### src/verilog/gpe_defines.svh
// Purpose: Offsets, field positions, reset values, timing counts
// Assumes: 32-bit Avalon words, byte address is four times index
// Notes: Definitions only
`ifndef GPE_DEFINES_SVH
`define GPE_DEFINES_SVH
`define GPE_CTRL_IDX 16'h4042
`define GPE_STAT_IDX 16'h4050
`define GPE_MASK_IDX 16'h4051
`define GPE_LVL_IDX 16'h4052
`define GPE_OUT_IDX 16'h4053
`define GPE_CTRL_RST 16'ha400
`define GPE_CTRL_WMASK 16'hfe8f
`define GPE_BIT_DIR 15
`define GPE_BIT_PULL_HI 14
`define GPE_BIT_PULL_LO 13
`define GPE_BIT_EDGE 12
`define GPE_BIT_SUPPLY 11
`define GPE_BIT_POL 10
`define GPE_BIT_OD 9
`define GPE_BIT_ENA 7
`define GPE_BIT_FN_HI 3
`define GPE_BIT_FN_LO 0
`define GPE_CLK_HZ 10000000
`define GPE_SLOW_HZ 32768
`define GPE_FAST_HZ 2000000
`define GPE_LONG_DEB_US 30000
`define GPE_LONG_DEB_CYC (`GPE_LONG_DEB_US * (`GPE_CLK_HZ / 1000000))
`endif

### src/verilog/gpe_pkg.sv
// Purpose: Types shared by the pin control block
// Assumes: Field layout mirrors the control register
// Notes: Debounce counter is 24 bits wide
package gpe_pkg;
   typedef enum logic [1:0] {
      BUS_IDLE = 2'b01,
      BUS_ACK = 2'b10
   } gpe_bus_e;
   typedef struct packed {
      logic dir;
      logic [1:0] pull;
      logic edge_mode;
      logic supply;
      logic pol;
      logic od;
      logic rsv8;
      logic ena;
      logic [2:0] rsv4;
      logic [3:0] fn;
   } gpe_ctrl_s;
   typedef struct packed {
      logic on_state;
      logic sleep_state;
      logic state_change;
      logic voltage_scaling_request_one_done;
      logic voltage_scaling_request_two_done;
      logic ext_en1;
      logic ext_en2;
      logic sys_good;
      logic converter_power_good;
      logic aux_reset;
   } gpe_src_s;
   typedef logic [23:0] gpe_cnt_t;
   typedef struct packed {
      gpe_bus_e bus;
      logic wreq;
      logic [31:0] rdata;
      gpe_ctrl_s ctrl;
      logic out_lvl;
      logic stat;
      logic mask;
      logic irq;
      logic raw;
      logic filt;
      gpe_cnt_t deb;
      gpe_cnt_t acc_s;
      gpe_cnt_t acc_f;
      logic clk_s;
      logic clk_f;
      logic pin_o;
      logic pin_oe;
      logic [15:0] fin;
   } gpe_state_s;
endpackage : gpe_pkg

### src/verilog/gpe_pin11.sv
// Purpose: Control, function routing and edge interrupt of one pin
// Assumes: Pin input synchronous to i_clk, Avalon-MM slave
// Notes: Clocks for the pin are made from i_clk by accumulators
`timescale 1ns/10ps
`include "gpe_defines.svh"
module gpe_pin11 #(
   parameter int LONG_DEB_CYC = `GPE_LONG_DEB_CYC
) (
   input wire logic i_clk,
   input wire logic i_rst,
   input wire logic [17:0] i_avs_address,
   input wire logic i_avs_read,
   input wire logic i_avs_write,
   input wire logic [31:0] i_avs_writedata,
   input wire logic [3:0] i_avs_byteenable,
   output logic [31:0] o_avs_readdata,
   output logic o_avs_waitrequest,
   input wire logic i_pin_in,
   output logic o_pin_out,
   output logic o_pin_oe,
   output logic o_pull_up,
   output logic o_pull_down,
   output logic o_io_supply_select,
   output logic [15:0] o_input_function,
   input wire gpe_pkg::gpe_src_s i_out_src,
   output logic o_irq
);
   localparam logic [17:0] ADDR_CTRL = 18'(`GPE_CTRL_IDX * 4);
   localparam logic [17:0] ADDR_STAT = 18'(`GPE_STAT_IDX * 4);
   localparam logic [17:0] ADDR_MASK = 18'(`GPE_MASK_IDX * 4);
   localparam logic [17:0] ADDR_LVL = 18'(`GPE_LVL_IDX * 4);
   localparam logic [17:0] ADDR_OUT = 18'(`GPE_OUT_IDX * 4);
   localparam logic [15:0] CTRL_RST = 16'(`GPE_CTRL_RST);
   localparam logic [15:0] CTRL_WMASK = 16'(`GPE_CTRL_WMASK);
   localparam gpe_pkg::gpe_cnt_t MODULUS = 24'(`GPE_CLK_HZ);
   // Toggling twice per period, so the step is twice the rate
   localparam gpe_pkg::gpe_cnt_t STEP_S = 24'(2 * `GPE_SLOW_HZ);
   localparam gpe_pkg::gpe_cnt_t STEP_F = 24'(2 * `GPE_FAST_HZ);
   localparam gpe_pkg::gpe_cnt_t DEB_LAST = 24'(LONG_DEB_CYC - 1);

   gpe_pkg::gpe_state_s q;
   gpe_pkg::gpe_state_s d;

   logic req;
   logic [15:0] wdata;
   logic [15:0] wmerge;
   logic long_deb;
   logic filt_chg;
   logic lvl_new;
   logic event_hit;
   logic src;
   logic drive_val;
   logic [31:0] rd_word;

   always_comb begin
      d = q;
      req = i_avs_read | i_avs_write;
      wdata = i_avs_writedata[15:0];
      wmerge = q.ctrl;
      if (i_avs_byteenable[0]) begin
         wmerge[7:0] = wdata[7:0];
      end
      if (i_avs_byteenable[1]) begin
         wmerge[15:8] = wdata[15:8];
      end
      wmerge = wmerge & CTRL_WMASK;

      // Long debounce applies to input codes 0, 4, 14 and 15
      case (q.ctrl.fn)
         4'h0: long_deb = 1'b1;
         4'h4: long_deb = 1'b1;
         4'he: long_deb = 1'b1;
         4'hf: long_deb = 1'b1;
         default: long_deb = 1'b0;
      endcase

      d.raw = i_pin_in;
      filt_chg = 1'b0;
      if (q.raw == q.filt) begin
         d.deb = '0;
      end else if (!long_deb || q.deb >= DEB_LAST) begin
         d.filt = q.raw;
         d.deb = '0;
         filt_chg = 1'b1;
      end else begin
         d.deb = q.deb + 24'h000001;
      end

      // Effective level: inverted when polarity is 0
      lvl_new = d.filt ^ ~q.ctrl.pol;
      event_hit = 1'b0;
      if (q.ctrl.ena && filt_chg) begin
         if (q.ctrl.edge_mode) begin
            event_hit = 1'b1;
         end else begin
            event_hit = lvl_new;
         end
      end

      // Input table only while the pin is an input
      d.fin = '0;
      if (q.ctrl.ena && q.ctrl.dir) begin
         d.fin[q.ctrl.fn] = lvl_new;
      end

      // Fractional dividers keep the average rate exact
      if (q.acc_s + STEP_S >= MODULUS) begin
         d.acc_s = q.acc_s + STEP_S - MODULUS;
         d.clk_s = ~q.clk_s;
      end else begin
         d.acc_s = q.acc_s + STEP_S;
      end
      if (q.acc_f + STEP_F >= MODULUS) begin
         d.acc_f = q.acc_f + STEP_F - MODULUS;
         d.clk_f = ~q.clk_f;
      end else begin
         d.acc_f = q.acc_f + STEP_F;
      end

      case (q.ctrl.fn)
         4'h0: src = q.out_lvl;
         4'h1: src = q.clk_s;
         4'h2: src = i_out_src.on_state;
         4'h3: src = i_out_src.sleep_state;
         4'h4: src = i_out_src.state_change;
         4'h8: src = i_out_src.voltage_scaling_request_one_done;
         4'h9: src = i_out_src.voltage_scaling_request_two_done;
         4'ha: src = i_out_src.ext_en1;
         4'hb: src = i_out_src.ext_en2;
         4'hc: src = i_out_src.sys_good;
         4'hd: src = i_out_src.converter_power_good;
         4'he: src = q.clk_f;
         4'hf: src = i_out_src.aux_reset;
         default: src = 1'b0;
      endcase
      drive_val = src ^ ~q.ctrl.pol;

      // Tri-stated unless enabled and configured as output
      if (!q.ctrl.ena || q.ctrl.dir) begin
         d.pin_o = 1'b0;
         d.pin_oe = 1'b0;
      end else if (q.ctrl.od) begin
         d.pin_o = 1'b0;
         d.pin_oe = ~drive_val;
      end else begin
         d.pin_o = drive_val;
         d.pin_oe = 1'b1;
      end

      rd_word = '0;
      case (i_avs_address)
         ADDR_CTRL: rd_word[15:0] = q.ctrl;
         ADDR_STAT: rd_word[0] = q.stat;
         ADDR_MASK: rd_word[0] = q.mask;
         ADDR_LVL: rd_word[3:0] = {q.pin_o, q.pin_oe, q.filt, q.raw};
         ADDR_OUT: rd_word[0] = q.out_lvl;
         default: rd_word = '0;
      endcase

      case (q.bus)
         gpe_pkg::BUS_IDLE: begin
            d.wreq = 1'b1;
            if (req) begin
               d.bus = gpe_pkg::BUS_ACK;
               d.wreq = 1'b0;
               d.rdata = i_avs_read ? rd_word : 32'h00000000;
            end
         end
         gpe_pkg::BUS_ACK: begin
            // A write lands only at the edge that sees waitrequest low
            if (i_avs_write) begin
               case (i_avs_address)
                  ADDR_CTRL: d.ctrl = wmerge;
                  ADDR_STAT: begin
                     if (i_avs_byteenable[0] && wdata[0]) begin
                        d.stat = 1'b0;
                     end
                  end
                  ADDR_MASK: begin
                     if (i_avs_byteenable[0]) begin
                        d.mask = wdata[0];
                     end
                  end
                  ADDR_OUT: begin
                     if (i_avs_byteenable[0]) begin
                        d.out_lvl = wdata[0];
                     end
                  end
                  default: d.ctrl = q.ctrl;
               endcase
            end
            // One idle cycle lets the master drop the request
            d.bus = gpe_pkg::BUS_IDLE;
            d.wreq = 1'b1;
         end
         default: begin
            d.bus = gpe_pkg::BUS_IDLE;
            d.wreq = 1'b1;
         end
      endcase

      // Set wins over a clear in the same cycle
      if (event_hit) begin
         d.stat = 1'b1;
      end
      d.irq = d.stat & d.mask;
   end

   always_ff @(posedge i_clk) begin
      if (i_rst) begin
         q <= '0;
         q.bus <= gpe_pkg::BUS_IDLE;
         q.wreq <= 1'b1;
         q.ctrl <= gpe_pkg::gpe_ctrl_s'(CTRL_RST);
      end else begin
         q <= d;
      end
   end

   assign o_avs_readdata = q.rdata;
   assign o_avs_waitrequest = q.wreq;
   assign o_pin_out = q.pin_o;
   assign o_pin_oe = q.pin_oe;
   // Reserved pull code 11 applies no resistor
   assign o_pull_up = (q.ctrl.pull == 2'h2);
   assign o_pull_down = (q.ctrl.pull == 2'h1);
   assign o_io_supply_select = q.ctrl.supply;
   assign o_input_function = q.fin;
   assign o_irq = q.irq;
endmodule : gpe_pin11

### config.mk
export PLATFORM = sky130hd
export DESIGN_NAME = gpe_pin11
export DESIGN_NICKNAME = d
export VERILOG_FILES = /design/src/verilog/gpe_pkg.sv /design/src/verilog/gpe_pin11.sv
export VERILOG_INCLUDE_DIRS = /design/src /design/src/verilog
export SDC_FILE = /design/constraint.sdc
export NUM_CORES = 1
export LEC_CHECK = 0
export BUFFER_PORTS_ARGS = -buffer_cell sky130_fd_sc_hd__buf_2
export CAP_MARGIN = 20
export CORE_ASPECT_RATIO = 1.1
export CORE_UTILIZATION = 44
export CTS_CLUSTER_DIAMETER = 150
export CTS_CLUSTER_SIZE = 10
export DETAILED_ROUTE_END_ITERATION = 8
export PLACE_DENSITY = 0.7
export SKIP_LAST_GASP = 1
export SLEW_MARGIN = 25
export SYNTH_ARGS = -nofsm -noshare
export SYNTH_HDL_FRONTEND = slang
export SYNTH_SLANG_ARGS = --single-unit
### constraint.sdc
create_clock -name i_clk -period 3.5 [get_ports i_clk]
set_clock_uncertainty 0.1 [all_clocks]
set_input_delay 0.875 -clock i_clk [delete_from_list [all_inputs] [get_ports i_clk]]
set_output_delay 0.875 -clock i_clk [all_outputs]
set_load 0.005 [all_outputs]
---- Yosys cells after proc, flatten, opt, wreduce, memory -nomap -nowiden ----
Cells that the tools add are included.
Widths: inputs -> output; s select.
cells by class
  add/subtract/negate cells ............... 5
  $mul .................................... 0
  divide/modulo/power cells ............... 0
  magnitude comparators ................... 5
  equal/unequal tests ..................... 22
  shifts and indexed selects .............. 0
  muxes and demuxes ....................... 25
  bitwise logic cells ..................... 11
  reduce and logical (&&, ||, !) cells .... 19
operator list
  operator                number
  $eq 18x17->1 const B    5
  $ge 24x24->1 const B    2
  $mux 24                 2
  $sub 24x24->24 const B  2
  $mux 33                 1
  $eq 4x4->1 const B      8
  $add 24x1->24 const B   1
  $add 24x17->24 const B  1
  $add 24x22->24 const B  1
  $ge 24x19->1 const B    1
  $and 16x16->16          1
  $mux 16                 1
  $mux 1                  14
  $pmux 1 s13             1
  $mux 12                 1
  $reduce_and 4->1        3
  $eq 4x2->1 const B      2
  $not 1->1               6
  $pmux 3 s2              1
  $reduce_or 2->1         3
  $reduce_or 3->1         2
  $lt 4x5->1 const B      1
  $pmux 1 s5              1
  $demux 1 s4             1
  other kinds (16)        25
storage, ports and cells
  register bits after elaboration ......... 145
  bits in latches ......................... 0
  RAM bits ................................ 0
  memory bits (read-only) ................. 0
  input bits .............................. 69
  output and inout bits ................... 55
  logic and storage cells ................. 112
  memories ................................ 0

---- Depth between registers and ports, before layout ----
  depth in word-level cells ............... 12
  gate-level depth with buffers ........... 11
  depth with buffers taken out ............ 9

---- Worst setup path after synthesis ----
Ideal clock, no wire load.
  kind .................................... flip-flop to flip-flop
  start point ............................. register q[28] (netlist name)
  end point ............................... register q[34] (netlist name)
  library setup time ...................... 0.123 ns
  arrival ................................. 2.360 ns
  data required time ...................... 3.277 ns
  setup slack ............................. 0.916 ns
  cell stages (with the launch flop) ...... 9
  buffers on the path ..................... 0
  period minus slack after synthesis ...... 2.584 ns
  path through ............................ dfxtp_1 -> ha_1 -> a21oi_2 -> nor2_1 -> and4_1 -> or2_2 -> a2111oi_0 -> o22ai_1 -> mux2_1
on the way
  cells in the longest elaborated chain, start to end .. 3
  elaborated cells between the ends (all ways) .. 4
  classes of those cells .................. 2 x add/sub; 1 x order compare; 1 x mux
ends and longest elaborated chain
  element                                                line                                                  RTL
  start: declaration                                     gpe_pin11.sv:41                                       gpe_pkg::gpe_state_s q;
  $add 24x22->24 *                                       gpe_pin11.sv:113, gpe_pin11.sv:114, gpe_pin11.sv:117
  $sub 24x24->24 / $ge 24x24->1 (equally long branches)  gpe_pin11.sv:114, gpe_pin11.sv:113
  $mux 24 *                                              gpe_pin11.sv:113                                      if (q.acc_f + STEP_F >= MODULUS) begin
Mark *: on every way between the ends. The rest lies on a longest branch, timed or not.
A chain may end at the register's enable or synchronous reset.

---- Worst setup path in the final report ----
Ends and elaborated chain as after synthesis.

==> reports/results.txt <==
Placed Instance Area: 6140 um2
Met2 routed WL: 6060 um
Number of DRC markers in iteration 0: 352
Top Layer Used: met4
Ys flop type: dfxtp_1
Post-synth top area share: 37.6%
WP data arrival: 3.19 ns
Register share of total power: 40.3%
YS warnings: 0
M1 WL: 5570 um
H-tree depth: 3
DR vias/cell: 5.49
Sequential fraction of the synthesis area: 37.6%
1st-pass router iterations: 5
Slew Limit Fails: 0
Die area: 13900 um2
Most numerous cell in the Yosys netlist: dfxtp_1
I/O pin cnt: 124
Largest net degree at the start of global routing: 61
Util after Layout: 49.2%
TritonCTS clock tree: yes
Min-Delay Path Class: flip-flop to flip-flop
Outcome: complete, no violations
Avg Inst Size Synth: 8.57 um2
Hpwl dp: 9220 um
RSZ-0062 raised after global routing: no
GP Congestion: 0.859
Post-CTS setup buffer count: 0
Mapped Cells: 689
Ant diodes: 0
Clk_lat worst skew: 0.35 ns
Switching share of power: 34.4%
DIE HEIGHT: 123 um
Min Tclk post-route: 3.05 ns
Routed wl met3: 605 um
Top cell types by occurrence after synthesis: dfxtp_1 (111), nor2_1 (82), buf_4 (49)
Max-Cap Viols: 0
Setup TNS: 0 ns
Sw power: 1.30 mW
Post-synth EDFFs: 0
Detailed-route via count: 4924
Clock network power share: 28.8%
# fillers: 1240
Num CTS Buffers: 9
Worst hold stages: 2
Die Wd: 112 um
Overall power: 3.78 mW
VDD IR max: 0.306 mV
Reg2Reg Depth: 8
Comb pwr share: 30.9%
First-pass GRT wire length: 20900 um
IO buf count: 81
CTS clk-pin slew, worst paths: 0.08 ns
Initial antenna violation count: 0
CP max stage cell: a211o_1
Syn Std Cell Area: 5900 um2
WL final: 12500 um
Sink Count: 111
Grt total ovfl: 0
Setup crit end kind: flip-flop
ANT nets after route: 0
Core area: 13200 um2
Setup Viol. Count Final: 0
Top cells by area, synth: dfxtp_1 (38%), buf_4 (6.2%), nor2_1 (5.2%), xnor2_1 (3.7%), nand2_1 (2.7%)
Max Clock Freq: 328 MHz
Asr flop ratio synth: 0%
Startpoint Class: flip-flop
Area leader, netlist: dfxtp_1
Nets: 809
Period utilization: 87.2%
Largest stage delay, worst path: 0.44 ns
Final Hold Vio Count: 0
Pwr dens: 585 nW/um2
Final instance area: 6470 um2
CTS Buffer Depth: 2
Tightest Pin Transition: 0.722 ns
Fraction of layout cells with a size suffix above 1: 18.2%
Vias in the first global route: 4529
Critical Path Fanout Max: 12
Leakage: 2.54 nW
CTS Root Cell: clkbuf_16
FP Rows: 44
Internal: 2.48 mW
Drt wl/cell: 13.9 um
Synthesized flop and latch total: 111
Initial Util: 44.9%
Crit-path cells: ha_1 -> a21oi_2 -> nor2_1 -> o221a_2 -> o221a_4 -> a211o_1 -> o22ai_1 -> mux2_1
Post-route DRC: 0
Area delta synth->final: 9.54%
Post-CTS sizing: 0
Distinct cells, synth: 74
Post-CTS Hold Buffers: 0
Total GRT Usage: 18.7%
Worst path required time: 3.64 ns
WS Path Type: flip-flop to flip-flop
Slew headroom: 51.2%
[cells in the final DEF, fill, tap and decap left out, types with 5 or more instances in the layout]
cell type	count
and4_1	5
a21o_1	7
a31o_2	6
nand2_1	42
a211oi_1	5
ha_1	9
buf_4	8
dfxtp_1	111
clkbuf_16	9
o21a_1	12
nor2b_1	10
and2_1	5
a22oi_1	12
buf_2	81
xnor2_1	25
nor3_1	26
nand3_1	20
mux2i_1	14
xor2_1	17
inv_1	20
nand4_1	13
conb_1	25
o21ai_0	20
a21oi_1	29
nor4_1	13
or3_1	5
nor2_1	82
nand2b_1	8
and3_1	9
[path summary, 6_finish.rpt]
check / startpoint / to / slack, ns
min reg2reg: o_avs_readdata[2] / o_avs_readdata[2] / 0.36
max reg2reg: q[28] / q[34] / 0.45
min: o_avs_readdata[2] / o_avs_readdata[2] / 0.36
max: q[28] / q[34] / 0.45
[cell families (layout without fill, tap and decap cells)]
family / count (synthesis) / in the layout / synth area share, %
compound gates: 142 / 142 / 17.4
xor+xnor: 42 / 42 / 6.23
fa+ha+maj: 9 / 9 / 1.91
buf+inv: 102 / 125 / 10.0
flops: 111 / 111 / 37.6
mux: 22 / 22 / 4.47
other cells: 1 / 25 / 0.0635
simple gates: 260 / 260 / 22.3
[power by group through the flow]
stage                     Sequential (mW)  Clock (mW)  Combinational [mW]
after floorplan                      1.45           0                1.04
after global placement               1.54           0                1.13
after detailed placement             1.55           0                1.16
after CTS                            1.52        1.11                1.17
after global routing                 1.55        1.16                1.30
final                                1.52        1.09                1.17
[stage by stage]
stage               hold slack, ns  setup WS (ns)  instances
floorplan                    0.330          0.916        713
global placement             0.343          0.529        881
detailed placement           0.356          0.475        881
CTS                          0.368          0.460        897
global route                 0.395          0.286        897
finish                       0.360          0.448        897
[worst max-delay path, delay by kind of cell (launching register included)]
family	cells	cell delay [ns]
flops	1	0.41
fa+ha+maj	1	0.30
simple gates	1	0.16
compound gates	5	1.63
mux	1	0.34
[cell type report]
type / count / area [um2] / share of cell area, %
timing repair buffer: 89 / 465 / 7.20
clock inverter: 6 / 85.1 / 1.32
sequential: 111 / 2220 / 34.4
clock buffer: 10 / 239 / 3.70
tap: 161 / 201 / 3.11
inverter: 20 / 75.1 / 1.16
multi-input combinational: 500 / 3180 / 49.2
[registers in the layout, indices dropped and copies added (netlist names)]
register            count
o_avs_waitrequest       1
o_irq                   1
o_avs_readdata         12
o_input_function       16
o_pin_oe                1
q                      78
o_pin_out               1
o_io_supply_select      1
[layer usage]
metal | GRT usage, % | vias to the layer above
met5 | 0 | -
met4 | 6.67 | 0
met3 | 3.24 | 23
met2 | 33.5 | 155
met1 | 22.6 | 2280
li1 | - | 2466
No activity file was read; power rests on OpenSTA's default activity.
